`config.mk`:
```
export PLATFORM = sky130hd
export DESIGN_NAME = tasd_regs
export DESIGN_NICKNAME = d
export VERILOG_FILES = /design/src/hdl/tasd_regs.v /design/src/hdl/tasd_swap_timer.v
export VERILOG_INCLUDE_DIRS = /design/src /design/src/hdl
export SDC_FILE = /design/constraint.sdc
export NUM_CORES = 1
export LEC_CHECK = 0
export BUFFER_PORTS_ARGS = -buffer_cell sky130_fd_sc_hd__buf_2
export CORE_AREA = 2 2 92 103
export DETAILED_ROUTE_END_ITERATION = 8
export DIE_AREA = 0 0 94 105
export PLACE_DENSITY_LB_ADDON = 0.25
export SLEW_MARGIN = 20
export SYNTH_ARGS = -nofsm -noshare
export SYNTH_HDL_FRONTEND = slang
export SYNTH_SLANG_ARGS = --single-unit
```
`constraint.sdc`:
```
create_clock -name i_clk -period 2.1 [get_ports i_clk]
set_input_delay 0.105 -clock i_clk [delete_from_list [all_inputs] [get_ports i_clk]]
set_output_delay 0.105 -clock i_clk [all_outputs]
set_load 0.1 [all_outputs]
```
`src/hdl/tasd_defs.vh`:
```
// Purpose: Offsets, field positions, reset values and timing counts of the trim and swap delay registers
// Assumes: Included by bare name; definitions only
// Notes: Offsets are byte addresses on an 8-bit register port
`ifndef TASD_DEFS_VH
`define TASD_DEFS_VH

// ----------------------------------------
// Register offsets
// ----------------------------------------
`define TASD_ADDR_W 9
`define TASD_OFS_GAIN 9'h07A
`define TASD_OFS_REF 9'h07C
`define TASD_OFS_TERM_A 9'h07E
`define TASD_OFS_TERM_B 9'h07F
`define TASD_OFS_TERM_C 9'h080
`define TASD_OFS_TERM_D 9'h081
`define TASD_OFS_OVLP 9'h09A
`define TASD_OFS_STEER 9'h09B
`define TASD_OFS_SWAP_CTRL 9'h0A0
`define TASD_OFS_SWAP_STAT 9'h0A1

// ----------------------------------------
// Field layouts
// ----------------------------------------
`define TASD_REF_MSB 3
`define TASD_DLY_MSB 4
`define TASD_CTRL_CAL_EN 0
`define TASD_CTRL_SWAP_GO 1
`define TASD_STAT_OVLP 0
`define TASD_STAT_STEER 1
`define TASD_STAT_BUSY 2

// ----------------------------------------
// Reset values
// ----------------------------------------
`define TASD_RST_OVLP 5'h08
`define TASD_RST_STEER 5'h07
`define TASD_RST_CTRL 8'h00

// ----------------------------------------
// Timing counts, in converter clock cycles
// ----------------------------------------
`define TASD_OVLP_BASE 7'h04
`define TASD_CNT_W 7

`endif

```
`src/hdl/tasd_regs.v`:
```
// Purpose: Trim and background swap delay register bank for a multi-core converter
// Assumes: Single clock i_clk; synchronous active-high reset; fuse values stable at reset release
// Notes: Byte-wide register port, read data valid the cycle after the read strobe
//
// Functional notes
// - Eight-bit gain trim register acts on all converter cores together.
// - Four-bit reference trim in bits 3:0; bits 7:4 reserved, written zero.
// - Trim registers load fuse values after reset; readable and overwritable.
// - Four termination trim registers, each driving only its own input channel.
// - Swap overlap lasts four plus twice overlap delay converter cycles.
// - Overlap delay is five bits, 0 to 31, reset 0x08; upper bits reserved.
// - Steering delay five bits, reset 0x07, delays selector, only during swaps.
`timescale 1ns/1ps
`include "tasd_defs.vh"

module tasd_regs #(
  parameter ADDR_W = `TASD_ADDR_W
)(
  input wire i_clk,
  input wire i_srst,
  // Register port
  input wire [ADDR_W-1:0] i_addr,
  input wire [7:0] i_wdata,
  input wire i_wr,
  input wire i_rd,
  output reg [7:0] o_rdata,
  // Factory fuse values
  input wire [7:0] i_fuse_gain,
  input wire [3:0] i_fuse_ref,
  input wire [31:0] i_fuse_term,
  // Trim outputs to the analog circuits
  output wire [7:0] o_core_gain_adjust,
  output wire [3:0] o_reference_voltage_adjust,
  output wire [31:0] o_termination_adjust,
  // Swap controls
  input wire i_swap_req,
  output wire o_calibration_enable,
  output wire o_swap_overlap,
  output wire o_steer_wait,
  output wire o_steer_sel,
  output wire o_swap_busy
);

  // ----------------------------------------
  // Storage
  // ----------------------------------------
  reg [7:0] gain_q;
  reg [3:0] ref_q;
  reg [4:0] ovlp_q;
  reg [4:0] steer_q;
  reg [7:0] ctrl_q;
  reg fuse_load_q;
  reg swap_go_q;
  reg [2:0] req_sync_q;
  reg req_lvl_q;
  reg [7:0] rdata_d;

  wire wr_gain = i_wr && (i_addr == `TASD_OFS_GAIN);
  wire wr_ref = i_wr && (i_addr == `TASD_OFS_REF);
  wire wr_ovlp = i_wr && (i_addr == `TASD_OFS_OVLP);
  wire wr_steer = i_wr && (i_addr == `TASD_OFS_STEER);
  wire wr_ctrl = i_wr && (i_addr == `TASD_OFS_SWAP_CTRL);
  wire busy;
  wire req_edge;

  // ----------------------------------------
  // Fuse load after reset
  // ----------------------------------------
  // Loading one cycle after release keeps reset constant-only
  always @(posedge i_clk)
  begin
    if (i_srst)
      fuse_load_q <= 1'b1;
    else
      fuse_load_q <= 1'b0;
  end

  always @(posedge i_clk)
  begin
    if (i_srst)
    begin
      gain_q <= 8'h00;
      ref_q <= 4'h0;
    end
    else if (fuse_load_q)
    begin
      gain_q <= i_fuse_gain;
      ref_q <= i_fuse_ref;
    end
    else
    begin
      if (wr_gain)
        gain_q <= i_wdata;
      if (wr_ref)
        ref_q <= i_wdata[`TASD_REF_MSB:0];
    end
  end

  // ----------------------------------------
  // Per-channel termination trims
  // ----------------------------------------
  genvar ch;
  generate
    for (ch = 0; ch < 4; ch = ch + 1)
    begin : g_term
      // One register per channel keeps a single driver per trim
      localparam [31:0] TERM_OFS = `TASD_OFS_TERM_A + ch;
      wire wr_term = i_wr && (i_addr == TERM_OFS[ADDR_W-1:0]);
      reg [7:0] trim_q;
      always @(posedge i_clk)
      begin
        if (i_srst)
          trim_q <= 8'h00;
        else if (fuse_load_q)
          trim_q <= i_fuse_term[ch*8 +: 8];
        else if (wr_term)
          trim_q <= i_wdata;
      end
      assign o_termination_adjust[ch*8 +: 8] = trim_q;
    end
  endgenerate

  // ----------------------------------------
  // Swap delays and control
  // ----------------------------------------
  always @(posedge i_clk)
  begin
    if (i_srst)
    begin
      ovlp_q <= `TASD_RST_OVLP;
      steer_q <= `TASD_RST_STEER;
      ctrl_q <= `TASD_RST_CTRL;
    end
    else
    begin
      // Write accepted always; the swap timer samples the delays only at swap start
      if (wr_ovlp)
        ovlp_q <= i_wdata[`TASD_DLY_MSB:0];
      if (wr_steer)
        steer_q <= i_wdata[`TASD_DLY_MSB:0];
      if (wr_ctrl)
        ctrl_q <= {7'h00, i_wdata[`TASD_CTRL_CAL_EN]};
    end
  end

  // Software swap trigger is a self-clearing pulse
  always @(posedge i_clk)
  begin
    if (i_srst)
      swap_go_q <= 1'b0;
    else
      swap_go_q <= wr_ctrl && i_wdata[`TASD_CTRL_SWAP_GO];
  end

  // ----------------------------------------
  // Swap request pin synchroniser
  // ----------------------------------------
  always @(posedge i_clk)
  begin
    if (i_srst)
    begin
      req_sync_q <= 3'b000;
      req_lvl_q <= 1'b0;
    end
    else
    begin
      req_sync_q <= {req_sync_q[1:0], i_swap_req};
      if (req_sync_q[1] == req_sync_q[2])
        req_lvl_q <= req_sync_q[2];
    end
  end

  reg req_lvl_prev_q;
  always @(posedge i_clk)
  begin
    if (i_srst)
      req_lvl_prev_q <= 1'b0;
    else
      req_lvl_prev_q <= req_lvl_q;
  end
  assign req_edge = req_lvl_q && !req_lvl_prev_q;

  // Swaps start only while calibration is enabled
  wire swap_start = ctrl_q[`TASD_CTRL_CAL_EN] && !busy && (swap_go_q || req_edge);

  tasd_swap_timer #(
    .CNT_W(`TASD_CNT_W)
  ) u_timer (
    .i_clk(i_clk),
    .i_srst(i_srst),
    .i_start(swap_start),
    .i_ovlp_dly(ovlp_q),
    .i_steer_dly(steer_q),
    .o_overlap(o_swap_overlap),
    .o_steer_wait(o_steer_wait),
    .o_steer_sel(o_steer_sel),
    .o_busy(busy)
  );

  assign o_swap_busy = busy;
  assign o_calibration_enable = ctrl_q[`TASD_CTRL_CAL_EN];
  assign o_core_gain_adjust = gain_q;
  assign o_reference_voltage_adjust = ref_q;

  // ----------------------------------------
  // Read mux
  // ----------------------------------------
  always @*
  begin
    rdata_d = 8'h00;
    case (i_addr)
      `TASD_OFS_GAIN: rdata_d = gain_q;
      `TASD_OFS_REF: rdata_d = {4'h0, ref_q};
      `TASD_OFS_TERM_A: rdata_d = o_termination_adjust[7:0];
      `TASD_OFS_TERM_B: rdata_d = o_termination_adjust[15:8];
      `TASD_OFS_TERM_C: rdata_d = o_termination_adjust[23:16];
      `TASD_OFS_TERM_D: rdata_d = o_termination_adjust[31:24];
      `TASD_OFS_OVLP: rdata_d = {3'h0, ovlp_q};
      `TASD_OFS_STEER: rdata_d = {3'h0, steer_q};
      `TASD_OFS_SWAP_CTRL: rdata_d = ctrl_q;
      `TASD_OFS_SWAP_STAT: rdata_d = {5'h00, busy, o_steer_wait, o_swap_overlap};
      default: rdata_d = 8'h00;
    endcase
  end

  // Data held between reads; only the cycle after a read is meaningful
  always @(posedge i_clk)
  begin
    if (i_srst)
      o_rdata <= 8'h00;
    else if (i_rd)
      o_rdata <= rdata_d;
  end

endmodule

```
`src/hdl/tasd_swap_timer.v`:
```
// Purpose: Times one background core swap: overlap window, then steering switch delay
// Assumes: i_start is a one-cycle pulse from logic on i_clk
// Notes: Delay values are sampled at start so a mid-swap write cannot corrupt the window
`timescale 1ns/1ps
`include "tasd_defs.vh"

module tasd_swap_timer #(
  parameter CNT_W = `TASD_CNT_W
)(
  input wire i_clk,
  input wire i_srst,
  input wire i_start,
  input wire [4:0] i_ovlp_dly,
  input wire [4:0] i_steer_dly,
  output reg o_overlap,
  output reg o_steer_wait,
  output reg o_steer_sel,
  output wire o_busy
);

  localparam [2:0] ST_IDLE = 3'b001;
  localparam [2:0] ST_OVLP = 3'b010;
  localparam [2:0] ST_STEER = 3'b100;

  reg [2:0] state_q;
  reg [CNT_W-1:0] cnt_q;
  reg [4:0] steer_q;

  assign o_busy = ~state_q[0];

  // ----------------------------------------
  // Swap sequencer
  // ----------------------------------------
  always @(posedge i_clk)
  begin
    if (i_srst)
    begin
      state_q <= ST_IDLE;
      cnt_q <= {CNT_W{1'b0}};
      steer_q <= 5'h00;
      o_overlap <= 1'b0;
      o_steer_wait <= 1'b0;
      o_steer_sel <= 1'b0;
    end
    else
    begin
      case (state_q)
        ST_IDLE:
        begin
          if (i_start)
          begin
            // Both cores sample together for 4 + 2*delay cycles
            cnt_q <= `TASD_OVLP_BASE + {1'b0, i_ovlp_dly, 1'b0} - 7'h01;
            steer_q <= i_steer_dly;
            o_overlap <= 1'b1;
            state_q <= ST_OVLP;
          end
        end
        ST_OVLP:
        begin
          if (cnt_q == {CNT_W{1'b0}})
          begin
            o_overlap <= 1'b0;
            if (steer_q == 5'h00)
            begin
              o_steer_sel <= ~o_steer_sel;
              state_q <= ST_IDLE;
            end
            else
            begin
              cnt_q <= {2'b00, steer_q} - 7'h01;
              o_steer_wait <= 1'b1;
              state_q <= ST_STEER;
            end
          end
          else
            cnt_q <= cnt_q - 7'h01;
        end
        ST_STEER:
        begin
          if (cnt_q == {CNT_W{1'b0}})
          begin
            // Selector flips only after the programmed delay
            o_steer_sel <= ~o_steer_sel;
            o_steer_wait <= 1'b0;
            state_q <= ST_IDLE;
          end
          else
            cnt_q <= cnt_q - 7'h01;
        end
        default:
        begin
          state_q <= ST_IDLE;
          o_overlap <= 1'b0;
          o_steer_wait <= 1'b0;
        end
      endcase
    end
  end

endmodule

```
* Word level (Yosys, flattened, before mapping) *
Cells that the tools add are included.

cells by class
  add/subtract/negate cells = 4
  eq/ne operators = 21
  mux-type cells = 34
  bitwise gates (word level) = 4
  reduce and logical (&&, ||, !) cells = 31

operators by type and width
  kind                 count
  $mux 8               10
  $pmux 8 s10          1
  $eq 9x8->1 const B   6
  $eq 9x7->1 const B   4
  $mux 7               4
  $pmux 7 s3           1
  $reduce_bool 2->1    7
  $sub 7x1->7 const B  2
  $logic_and 1x1->1    13
  $mux 3               4
  $reduce_and 4->1     3
  $pmux 3 s3           1
  $mux 1               8
  $mux 4               2
  $add 3x6->7 const A  1
  $logic_not 7->1      1
  $ne 2x1->1 const B   3
  $ne 2x2->1 const B   3
  $pmux 1 s3           2
  $reduce_and 3->1     2
  $sub 5x1->6 const B  1
  $logic_not 5->1      1
  $not 1->1            4
  $eq 3x1->1 const B   1
  9 further kinds      9

word-level totals
  bits in registers = 88
  input bits = 66
  output and inout bits = 57
  logic and storage cells = 115

* Longest topological paths before layout *
Gate-level depths: netlist (run 1).

  depth in word-level cells = 6
  depth in mapped cells = 8
  gate-level depth less buffers = 7

* Cells and area by module *
From an unflattened synthesis (run 1), not the netlist that was laid out.

unflattened totals
  cell total of the unflattened synthesis = 559
  area, all modules = 4,794.6 µm²

by module, submodules not included
  module           instances  cells an instance  area an instance (µm²)  sequential area each (µm²)
  tasd_regs        1          407                3,544.6                 1,401.3
  tasd_swap_timer  1          152                1,249.9                 360.3

* Worst setup path after synthesis (run 1) *
Ideal clock, no wire load.

  kind = reg-to-reg
  start = register ctrl_q[0]
  end = register u_timer.cnt_q[1]
  setup time = 0.120 ns
  arrival = 2.185 ns
  required time = 1.980 ns
  slack = -0.205 ns
  stages on the path, launching flop included = 5
  buffers on the path = 1
  clock period less this slack = 2.305 ns
  cell sequence = dfxtp_1 o2111ai_1 o311a_2 buf_6 o31a_1

on the way
  longest elaborated chain between the ends = 4

RTL lines
  what                            line                  source
  start, declared                 tasd_regs.v:51        reg [7:0] ctrl_q;
  start signal, assigned          tasd_regs.v:132       ctrl_q <= `TASD_RST_CTRL;
  start signal, assigned          tasd_regs.v:142       ctrl_q <= {7'h00, i_wdata[`TASD_CTRL_CAL_EN]};
  $logic_and 1x1->1 (2 in a row)  tasd_regs.v:184       wire swap_start = ctrl_q[`TASD_CTRL_CAL_EN] && !busy && (swap_go_q || req_edge);
  $ne 2x2->1 (no line)            --
  $reduce_and 4->1 (no line)      --
  end signal, assigned            tasd_swap_timer.v:39  cnt_q <= {CNT_W{1'b0}};
  end signal, assigned            tasd_swap_timer.v:53  cnt_q <= `TASD_OVLP_BASE + {1'b0, i_ovlp_dly, 1'b0} - 7'h01;
  end signal, assigned            tasd_swap_timer.v:71  cnt_q <= {2'b00, steer_q} - 7'h01;
  end, declared                   tasd_swap_timer.v:26  reg [CNT_W-1:0] cnt_q;

Every way passes these cells.
A chain may end at the register's enable or synchronous reset.

* Worst setup path in the final report (run 1) *
  start = register u_timer.steer_q[0]
  end = register u_timer.cnt_q[5]

on the way
  longest elaborated chain between the ends = 4
  elaborated cells on any way between the ends = 7
  classes of those cells = 1 x add/sub; 1 x eq/ne; 3 x mux; 2 x reduce/logical

RTL lines
  what                    line                  source
  start, declared         tasd_swap_timer.v:27  reg [4:0] steer_q;
  start signal, assigned  tasd_swap_timer.v:54  steer_q <= i_steer_dly;
  $sub 5x1->6             tasd_swap_timer.v:71
  $mux 7                  tasd_swap_timer.v:64  if (steer_q == 5'h00)
  $mux 7                  tasd_swap_timer.v:61  if (cnt_q == {CNT_W{1'b0}})
  $pmux 7 s3              tasd_swap_timer.v:47  case (state_q)
  end signal, assigned    tasd_swap_timer.v:53
  end signal, assigned    tasd_swap_timer.v:71
  end signal, assigned    tasd_swap_timer.v:77  cnt_q <= cnt_q - 7'h01;

Parallel ways exist; a longest one is shown, timed or not. The select of a mux whose other input is x is not followed.

==> metrics.md, run 1 <==
| Metric | Value |
|---|---|
| CP cell instances | `inv_1 -> ha_4 -> or4b_4 -> o311ai_4 -> o311a_4 -> a21oi_2 -> o32ai_2` |
| Slowest stage delay, CP | `0.48 ns` |
| Power per cell area | `670.1 nW/um^2` |
| Final total power | `3866 uW` |
| Slowest CP cell | `or4b_4` |
| CTS sink cnt | `88` |
| Hold Path Class | `in -> reg` |
| # nets final | `between 700 and 800` |
| Aggregate global-route resource usage | `~29%` |
| Mapped Area | `about 4600 um^2` |
| Core area | `8783 um^2` |
| I/O pin cnt | `123` |
| GR Util met3 | `4.903%` |
| Fraction of registers with async set/reset | `0%` |
| CP Data Arrival Time | `roughly 2.3 ns` |
| M2 GR Usage | `roughly 50%` |
| First-pass GRT wire length | `around 22 mm` |
| Clock Root Buffer | `clkbuf_8` |
| Grt total ovfl | `0` |
| Vias in the first global route | `4,513` |
| Longest Clk Path Bufs | `2` |
| Worst hold slack | `0.01748 ns` |
| Slew headroom | `47.82%` |
| Yosys warns | `0` |
| Most frequent cells in the layout | `buf_2 (122), dfxtp_1 (86), nor2_1 (69)` |
| Place WS | `-0.03663 ns` |
| Sequential element share of the synthesized area | `between 30% and 40%` |
| Gpl congestion | `0.9159` |
| Largest net degree at the start of global routing | `49` |
| Syn nets | `~600` |
| Max Clk Rate | `about 0.49 GHz` |
| DRC viols | `0` |
| Share of post-route cells with drive strength above 1 | `30.07%` |
| Worst setup margin | `0.07694 ns` |
| CTS clock-pin slew for the worst setup and hold paths | `0.09 ns` |
| DR vias/cell | `5.861` |
| Crit share post-route | `96.34%` |
| Status | `complete, no violations` |
| DP HPWL | `about 10 mm` |
| Die ar. | `between 9000 and 10,000 um^2` |
| Most common cell after layout, fill and taps aside | `buf_2` |
| Routed WL | `14.22 mm` |
| Max Slew Vio Count | `0` |
| Peak supply drop | `418.6 uV` |
| Max H-tree Level | `3` |
| Gr busiest metal | `met2` |
| Crit Path Class | `reg -> reg` |
| Clock latency at the later pin of the worst-skew pair | `about 0.36 ns` |
| EDFF count, synth | `0` |
| Final setup vio count | `0` |
| Required @ worst endpoint | `2.38 ns` |
| Leakage | `0.002391 uW` |
| Ys flop type | `dfxtp_1` |
| Area Overhead vs Synth | `26.05%` |
| Worst Setup End Kind | `register` |
| Max_cap viols | `0` |
| Per-cell routed wire length | `18.01 um` |
| Row count | `36` |
| Hold Vio Cnt, Final | `0` |
| Synth Register Bits | `88` |
| Clock buffer count from CTS | `9` |
| Worst slew pin tran | `roughly 0.76 ns` |
| Antenna violations before repair | `1` |
| Chip width | `94 um` |
| Cell variety after synth | `68` |
| DRT antenna net count | `0` |
| RSZ-0062 raised after global routing | `no` |
| Syn_area_per_cell | `~8.5 um^2` |
| CP Launch Type | `register` |
| Max FO, Critical Path | `6` |
| Drt first pass iters | `4` |
| Worst Clk Skew | `0.01075 ns` |
| IO buf count | `122` |
| Die Y | `105 um` |
| Cells after synthesis | `537` |
| Starting density of the core | `a little over half` |
| Total number of vias | `4,630` |
| Met1 Use GR | `approximately a third` |
| Setup total negative slack | `0 ns` |
| Tmin final | `2.023 ns` |
| CTS tree | `yes` |
| Starting DRC count in detailed routing | `272` |
-- final cells by class --
type,instances,area [um^2]
clock buffer,10,127.6
antenna,1,2.502
clock inverter,6,83.83
sequential,88,1764
multi-input combinational,399,2671
inverter,14,56.30
timing repair buffer,158,920.9
fill,749,3014
tap,114,142.6
-- Yosys cell counts (8+ instances only) --
library cell,number,area (um^2)
a211oi_1,20,150.1
a21oi_1,33,165.2
a22oi_1,9,67.56
a311oi_1,13,113.9
buf_2,8,40.04
clkbuf_1,24,90.09
dfxtp_1,88,1762
inv_1,13,48.80
mux2_2,12,135.1
mux2i_1,42,420.4
nand2_1,51,191.4
nand3_1,18,90.09
nor2_1,70,262.8
nor2b_1,16,100.1
o21ai_0,22,110.1
-- power by group --
part | internal (uW) | leakage, uW | switching [uW] | total (uW)
logic | 194 | 0.00156 | 630 | 824
clock network | 667 | 0.000110 | 597 | 1260
registers | 1730 | 0.000722 | 50.2 | 1780
-- metrics by stage --
stage               instances  area (um^2)  utilization, %
floorplan                 537         4593               -
global placement          758         5364           61.07
detailed placement        758         5364           61.07
CTS                       785         5698           64.87
global route              790         5769           65.68
finish                    790         5769           65.68
-- logic make-up after synthesis --
logic type	Yosys count	share of synthesized area, %
XOR/XNOR	6	1.148
AO/OA/AOI/OAI	138	20.94
buffers and inverters	51	4.647
multiplexers	55	12.63
flip-flops	88	38.49
adder cells (fa/ha/maj)	4	1.039
AND/OR/NAND/NOR	195	21.10
-- what timing repair did --
action	4_1_cts	5_1_grt
setup endpoints to repair	3	5
hold buffers	11	0
endpoints found under the hold margin	11	0
pin swaps	0	3
gates cloned	0	1
gates resized for setup	2	8
buffers inserted	0	3
-- sequential cells by signal (all words and copies together) (netlist names) --
signal,count
u_timer.o_overlap,1
req_lvl_prev_q,1
u_timer.state_q,3
steer_q,5
ovlp_q,5
req_sync_q,3
u_timer.o_steer_sel,1
u_timer.steer_q,5
o_rdata,8
ctrl_q,1
o_reference_voltage_adjust,4
g_term.trim_q,32
req_lvl_q,1
u_timer.cnt_q,7
o_core_gain_adjust,8
swap_go_q,1
fuse_load_q,1
u_timer.o_steer_wait,1
-- routing by layer --
metal | routed length (um) | up-vias
met2 | 7224 | 158
met4 | 649 | 0
met5 | 0 | -
li1 | - | 2232
met3 | 825 | 40
met1 | 5524 | 2200
-- critical path: cells and delay by family, from the launching register on --
kind                       cells  cell delay, ns
and+or+nand+nor                1            0.48
buffers and inverters          1            0.08
adders and majority gates      1            0.13
AOI/OAI and AO/OA              4            0.94
DFF                            1            0.32
-- worst paths after layout --
check | start | end | slack [ns] | cells past startpoint
setup / recovery | u_timer.steer_q[0]$_SDFFE_PP0P_ | u_timer.cnt_q[5]$_SDFFE_PP0P_ | 0.08 | 7
hold / removal | i_fuse_term[21] | g_term[2].trim_q[5]$_SDFFE_PP0P_ | 0.02 | 3
setup reg to reg | u_timer.steer_q[0]$_SDFFE_PP0P_ | u_timer.cnt_q[5]$_SDFFE_PP0P_ | 0.08 | 7
hold reg to reg | req_sync_q[0]$_SDFF_PP0_ | req_sync_q[1]$_SDFF_PP0_ | 0.45 | 1
Power figures use the tool's default switching activity.
==> run 2: changes to the inputs <==
--- a/config.mk
+++ b/config.mk
@@ -6,11 +6,13 @@
 export SDC_FILE = /design/constraint.sdc
 export NUM_CORES = 1
 export LEC_CHECK = 0
+export ABC_AREA = 1
 export BUFFER_PORTS_ARGS = -buffer_cell sky130_fd_sc_hd__buf_2
-export CORE_AREA = 2 2 92 103
+export CORE_AREA = 2 2 93 104
 export DETAILED_ROUTE_END_ITERATION = 8
-export DIE_AREA = 0 0 94 105
+export DIE_AREA = 0 0 95 106
 export PLACE_DENSITY_LB_ADDON = 0.25
+export SETUP_SLACK_MARGIN = 0.05
 export SLEW_MARGIN = 20
 export SYNTH_ARGS = -nofsm -noshare
 export SYNTH_HDL_FRONTEND = slang
==> run 2 against run 1 <==
  * Sequential power hardly changed
  * Clock-buffer cell count is 1 higher
  * Synthesized cell count is 26% higher
  * Area after synthesis is 3.1% higher
  * Core utilization is 4.6 points lower
  * Hold slack worse by 0.0016 ns
  * Sequential cell count stayed put
  * Critical path depth is 3 higher
  * Critical path type unchanged
  * Critical endpoint is now u_timer.cnt_q[6]$_SDFFE_PP0P_
  * Largest cell class unchanged
==> metrics.md, run 2 <==
| Metric | Value |
|---|---|
| Syn_area_per_cell | `6.969 um^2` |
| Grt total ovfl | `0` |
| EDFF count, synth | `0` |
| First-pass GRT wire length | `23.19 mm` |
| Starting density of the core | `51.74%` |
| Yosys warns | `0` |
| Sequential element share of the synthesized area | `37.34%` |
| Ys flop type | `dfxtp_1` |
| Final setup vio count | `0` |
| Drt first pass iters | `6` |
| Total number of vias | `5,107` |
| CP Launch Type | `register` |
| DRC viols | `0` |
| Die Y | `106 um` |
| Cells after synthesis | `677` |
| CTS tree | `yes` |
| Clock Root Buffer | `clkbuf_8` |
| Synth area leader | `dfxtp_1` |
| Cell with the most instances after synthesis | `nand2_1` |
| Reg2Reg Depth | `10` |
| Peak supply drop | `530.2 uV` |
| Max Slew Vio Count | `0` |
| Hold Vio Cnt, Final | `0` |
| Max Clk Rate | `roughly 0.57 GHz` |
| Aggregate global-route resource usage | `29.88%` |
| Gpl congestion | `0.9178` |
| CTS sink cnt | `88` |
| Crit Path Class | `reg -> reg` |
| Placed Instance Area | `5389 um^2` |
| Most instantiated cells after synthesis | `nand2_1 (147), a21oi_1 (93), dfxtp_1 (88)` |
| I/O pin cnt | `123` |
| Synth area leaders | `dfxtp_1 (37%), nand2_1 (12%), a21oi_1 (9.9%)` |
| Register Area | `1762 um^2` |
| Top reg by flops | `g_term.trim_q` |
| RR Startpoint | `u_timer.cnt_q[0]$_SDFFE_PP0P_` |
| IO buf count | `122` |
| Area Overhead vs Synth | `18.11%` |
| Max_cap viols | `0` |
| Mapped Area | `~4700 um^2` |
| Die ar. | `a little over 10,000 um^2` |
| Synth Register Bits | `88` |
| Clock buffer count from CTS | `9` |
| Crit share post-route | `84.11%` |
| Routed WL | `14.99 mm` |
| Worst slew pin tran | `0.6037 ns` |
| Max H-tree Level | `3` |
| DP HPWL | `11.54 mm` |
| Antenna violations before repair | `0` |
| Hold Path Class | `in -> reg` |
| Chip width | `95 um` |
| Worst Setup End Kind | `register` |
| R2R Setup Slk | `0.33 ns` |
| Max FO, Critical Path | `8` |
| R2R Path End | `u_timer.cnt_q[6]$_SDFFE_PP0P_` |
| CP Data Arrival Time | `2.02 ns` |
| Setup Buffers After CTS | `0` |
| CTS clock-pin slew for the worst setup and hold paths | `0.09 ns` |
| Worst Clk Skew | `0.007061 ns` |
| Most common cell after layout, fill and taps aside | `nand2_1` |
| Crit path to | `u_timer.cnt_q[6]$_SDFFE_PP0P_` |
| Fraction of registers with async set/reset | `0%` |
| Required @ worst endpoint | `2.35 ns` |
| Setup total negative slack | `0 ns` |
| Multi-input logic area | `approximately 2500 um^2` |
| Leakage | `0.002724 uW` |
| # nets final | `approximately 860` |
| Tmin final | `1.766 ns` |
| Max FFs per register | `32` |
| Starting DRC count in detailed routing | `447` |
| Slew headroom | `~60%` |
| Cell variety after synth | `42` |
| Largest net degree at the start of global routing | `49` |
| Status | `complete, no violations` |
| Fin area | `5573 um^2` |
| Power per cell area | `around 660 nW/um^2` |
| RSZ-0062 raised after global routing | `no` |
| Clock latency at the later pin of the worst-skew pair | `0.36 ns` |
| Most frequent cells in the layout | `nand2_1 (147), buf_2 (122), a21oi_1 (93)` |
| Syn nets | `about 750` |
| DRT antenna net count | `0` |
| Core area | `just over 9000 um^2` |
| Synth top area share | `a little under two fifths` |
| Per-cell routed wire length | `roughly 16 um` |
| ANT cells | `0` |
| # fillers | `858` |
| Crit path launch | `u_timer.cnt_q[0]$_SDFFE_PP0P_` |
| Vias in the first global route | `4,772` |
| Longest Clk Path Bufs | `2` |
| Row count | `37` |
| DR vias/cell | `approximately 5.6` |
| Share of post-route cells with drive strength above 1 | `25.03%` |
## run 2: kinds of logic (layout without fill, tap and decap cells)
group           count (synthesis)  after routing  share of synthesized area, %
flops                          88             88                         37.34
simple gates                  321            321                         33.31
fa+ha+maj                       3              3                        0.7956
compound gates                164            164                         18.96
xor+xnor                        5              5                        0.9283
buf+inv                        96            218                         8.672
## run 2: stage by stage
stage | hold slack (ns) | std cells | power [uW] | utilization [%] | worst slack (ns)
4_1_cts | 0.01234 | 916 | 3687 | 61.11 | 0.3539
3_5_place_dp | 0.3197 | 899 | 2644 | 59.09 | 0.3637
3_3_place_gp | 0.3165 | 899 | 2635 | 59.09 | 0.4619
5_1_grt | 0.02091 | 916 | 3822 | 61.11 | 0.1004
2_1_floorplan | 0.1327 | 677 | 2443 | - | 0.1215
6_report | 0.01592 | 916 | 3686 | 61.11 | 0.3337
## run 2: worst min path at each step
stage	depth (start not counted)	slack [ns]	startpoint	to
after floorplan	0	0.13	i_srst	fuse_load_q$_DFF_P_
after global placement	3	0.32	i_swap_req	req_sync_q[0]$_SDFF_PP0_
after detailed placement	3	0.32	i_swap_req	req_sync_q[0]$_SDFF_PP0_
after CTS	3	0.01	i_fuse_term[22]	g_term[2].trim_q[6]$_SDFFE_PP0P_
after global routing	3	0.02	i_fuse_gain[0]	o_core_gain_adjust[0]$_SDFFE_PP0P_
final	3	0.02	i_fuse_gain[6]	o_core_gain_adjust[6]$_SDFFE_PP0P_
## run 2: what timing repair did
action	4_1_cts	5_1_grt
hold endpoints to repair	1	0
gates resized for setup	0	0
hold buffers	1	0
## run 2: routing by layer
metal	vias to the layer above	global-route usage, %	wire (um)
li1	2476	-	-
met2	252	50.30	7259
met5	-	0	0
met1	2334	36.51	5895
met4	0	14.49	666
met3	45	5.103	1166
## run 2: critical path, cell delays in order (launching register included)
cell and delay, ns:
dfxtp_1 0.38, inv_1 0.06, ha_1 0.26, nand3_1 0.25, inv_1 0.11, o211ai_2 0.12, nand2_4 0.12, inv_2 0.14
nand2_1 0.07, nor2_1 0.10, nor2_1 0.05
## run 2: area by class of cell
type / count / share of cell area (%)
multi-input combinational: 493 / 45.71
sequential: 88 / 31.61
timing repair buffer: 129 / 11.94
inverter: 73 / 4.984
tap: 117 / 2.627
clock buffer: 11 / 2.537
clock inverter: 5 / 0.5837
## run 2: power breakdown
part | switching (uW) | internal, uW
Clock | 609 | 461
Sequential | 56.4 | 1730
Combinational | 671 | 160
Total | 1340 | 2350
==> run 3: changes to the inputs <==
==> constraint.sdc (replaced) <==
create_clock -name i_clk -period 1.8 [get_ports i_clk]
set_input_delay 0.09 -clock i_clk [delete_from_list [all_inputs] [get_ports i_clk]]
set_output_delay 0.09 -clock i_clk [all_outputs]
set_load 0.1 [all_outputs]
==> run 3 against run 2 <==
  * Sequential power is 17% higher
  * Largest cell class unchanged
  * Largest power group unchanged
  * Critical path depth fell by 1
  * Via count grew 3.0%
==> metrics.md, run 3 (synthesis results as in run 2) <==
| Metric | Value |
|---|---|
| Status | `complete, no violations` |
| Max Slew Vio Count | `0` |
| Max H-tree Level | `3` |
| Register Area | `1767 um^2` |
| Total number of vias | `5,261` |
| Crit Path Class | `reg -> reg` |
| Largest net degree at the start of global routing | `49` |
| Clock Root Buffer | `clkbuf_8` |
| DRT antenna net count | `0` |
| Placed Instance Area | `5474 um^2` |
| IO buf count | `122` |
| Top reg by flops | `g_term.trim_q` |
| Fin area | `5806 um^2` |
| CTS tree | `yes` |
| Aggregate global-route resource usage | `just over 30%` |
| Drt first pass iters | `9` |
| CP Data Arrival Time | `1.88 ns` |
| Required @ worst endpoint | `2.06 ns` |
| Clock latency at the later pin of the worst-skew pair | `0.37 ns` |
| Per-cell routed wire length | `16.39 um` |
| Leakage | `0.002808 uW` |
| Die Y | `about 110 um` |
| Worst Clk Skew | `0.005885 ns` |
| Multi-input logic area | `about 2600 um^2` |
| Vias in the first global route | `5,116` |
| Gr busiest metal | `met2` |
| Area Overhead vs Synth | `23.04%` |
| Crit share post-route | `roughly 90%` |
| GR Util met3 | `5.457%` |
| CP Launch Type | `register` |
| Worst Setup End Kind | `register` |
| Met1 Use GR | `37.33%` |
| Share of post-route cells with drive strength above 1 | `26.41%` |
| # nets final | `878` |
| Routed WL | `around 15 mm` |
| Final setup vio count | `0` |
| Die ar. | `10,070 um^2` |
| I/O pin cnt | `123` |
| Max FO, Critical Path | `8` |
| Grt total ovfl | `0` |
| Max FFs per register | `32` |
| Final total power | `~4700 uW` |
| Starting DRC count in detailed routing | `404` |
| Finished Core Util | `63.66%` |
| CTS clock-pin slew for the worst setup and hold paths | `0.09 ns` |
| Antenna violations before repair | `0` |
| Peak supply drop | `approximately 600 uV` |
| DRC viols | `0` |
| Setup total negative slack | `0 ns` |
| DR vias/cell | `between 5 and 6` |
| Max_cap viols | `0` |
| Row count | `37` |
| Worst hold slack | `0.0001152 ns` |
| Most frequent cells in the layout | `nand2_1 (147), buf_2 (122), a21oi_1 (93)` |
| First-pass GRT wire length | `24.36 mm` |
| Starting density of the core | `between 50% and 60%` |
| Gpl congestion | `0.9405` |
| Tmin final | `1.615 ns` |
| CTS sink cnt | `a little under 90` |
| Most common cell after layout, fill and taps aside | `nand2_1` |
| Chip width | `95 um` |
| M2 GR Usage | `53.14%` |
| Longest Clk Path Bufs | `2` |
| RSZ-0062 raised after global routing | `no` |
| Max Clk Rate | `0.6193 GHz` |
| Power per cell area | `803.5 nW/um^2` |
| Hold Path Class | `in -> reg` |
| Clock buffer count from CTS | `9` |
| Core area | `~9000 um^2` |
| Slew headroom | `66.27%` |
| DP HPWL | `11.72 mm` |
| Worst slew pin tran | `0.5040 ns` |
| Hold Vio Cnt, Final | `0` |
| # fillers | `809` |
| ANT cells | `0` |
run 3: worst paths after layout:
| kind | from | to | slack (ns) | cells past startpoint |
|---|---|---|---|---|
| min | i_fuse_term[12] | g_term[1].trim_q[4]$_SDFFE_PP0P_ | 0.0001 | 3 |
| max reg2reg | u_timer.state_q[0]$_SDFFE_PP1P_ | u_timer.cnt_q[0]$_SDFFE_PP0P_ | 0.19 | 9 |
| min reg2reg | req_sync_q[0]$_SDFF_PP0_ | req_sync_q[1]$_SDFF_PP0_ | 0.43 | 2 |
| max | u_timer.state_q[0]$_SDFFE_PP1P_ | u_timer.cnt_q[0]$_SDFFE_PP0P_ | 0.19 | 9 |
run 3: layout make-up:
type	instances	share of cell area, %
Clock buffer	11	2.435
Clock inverter	5	1.509
Inverter	73	4.892
Multi-Input combinational cell	493	44.46
Sequential cell	88	30.43
Tap cell	117	2.522
Timing Repair Buffer	144	13.75
run 3: repair_timing:
action,in CTS,in global routing
resized for setup,0,4
endpoints found under the setup margin,0,12
hold buffers,9,0
setup buffers,0,0
endpoints found under the hold margin,9,0
run 3: critical path: stages (launching register included):
cell and delay [ns]:
dfxtp_4 0.39, clkinvlp_4 0.15, nor3_2 0.23, nand2_1 0.14
o21ai_1 0.11, inv_2 0.07, nand2_4 0.10, inv_4 0.06
o21ai_0 0.19, nor2_1 0.06
run 3: power by group:
part	total, uW	switching (uW)	internal, uW	leakage (uW)
combinational	989	784	206	0.00198
clock	1590	754	835	0.000112
sequential	2090	71.1	2020	0.000720
run 3: metal layers:
| layer | up-vias | share of wire, % |
|---|---|---|
| met3 | 56 | 6.9 |
| li1 | 2504 | - |
| met1 | 2434 | 39 |
| met4 | 0 | 4.1 |
| met5 | - | 0 |
| met2 | 267 | 50 |
run 3: stage by stage:
step	cells	setup WS, ns
final	931	0.1854
after global placement	906	0.1970
after floorplan	677	-0.03129
after global routing	931	0.06279
after detailed placement	906	0.1226
after CTS	931	0.1085
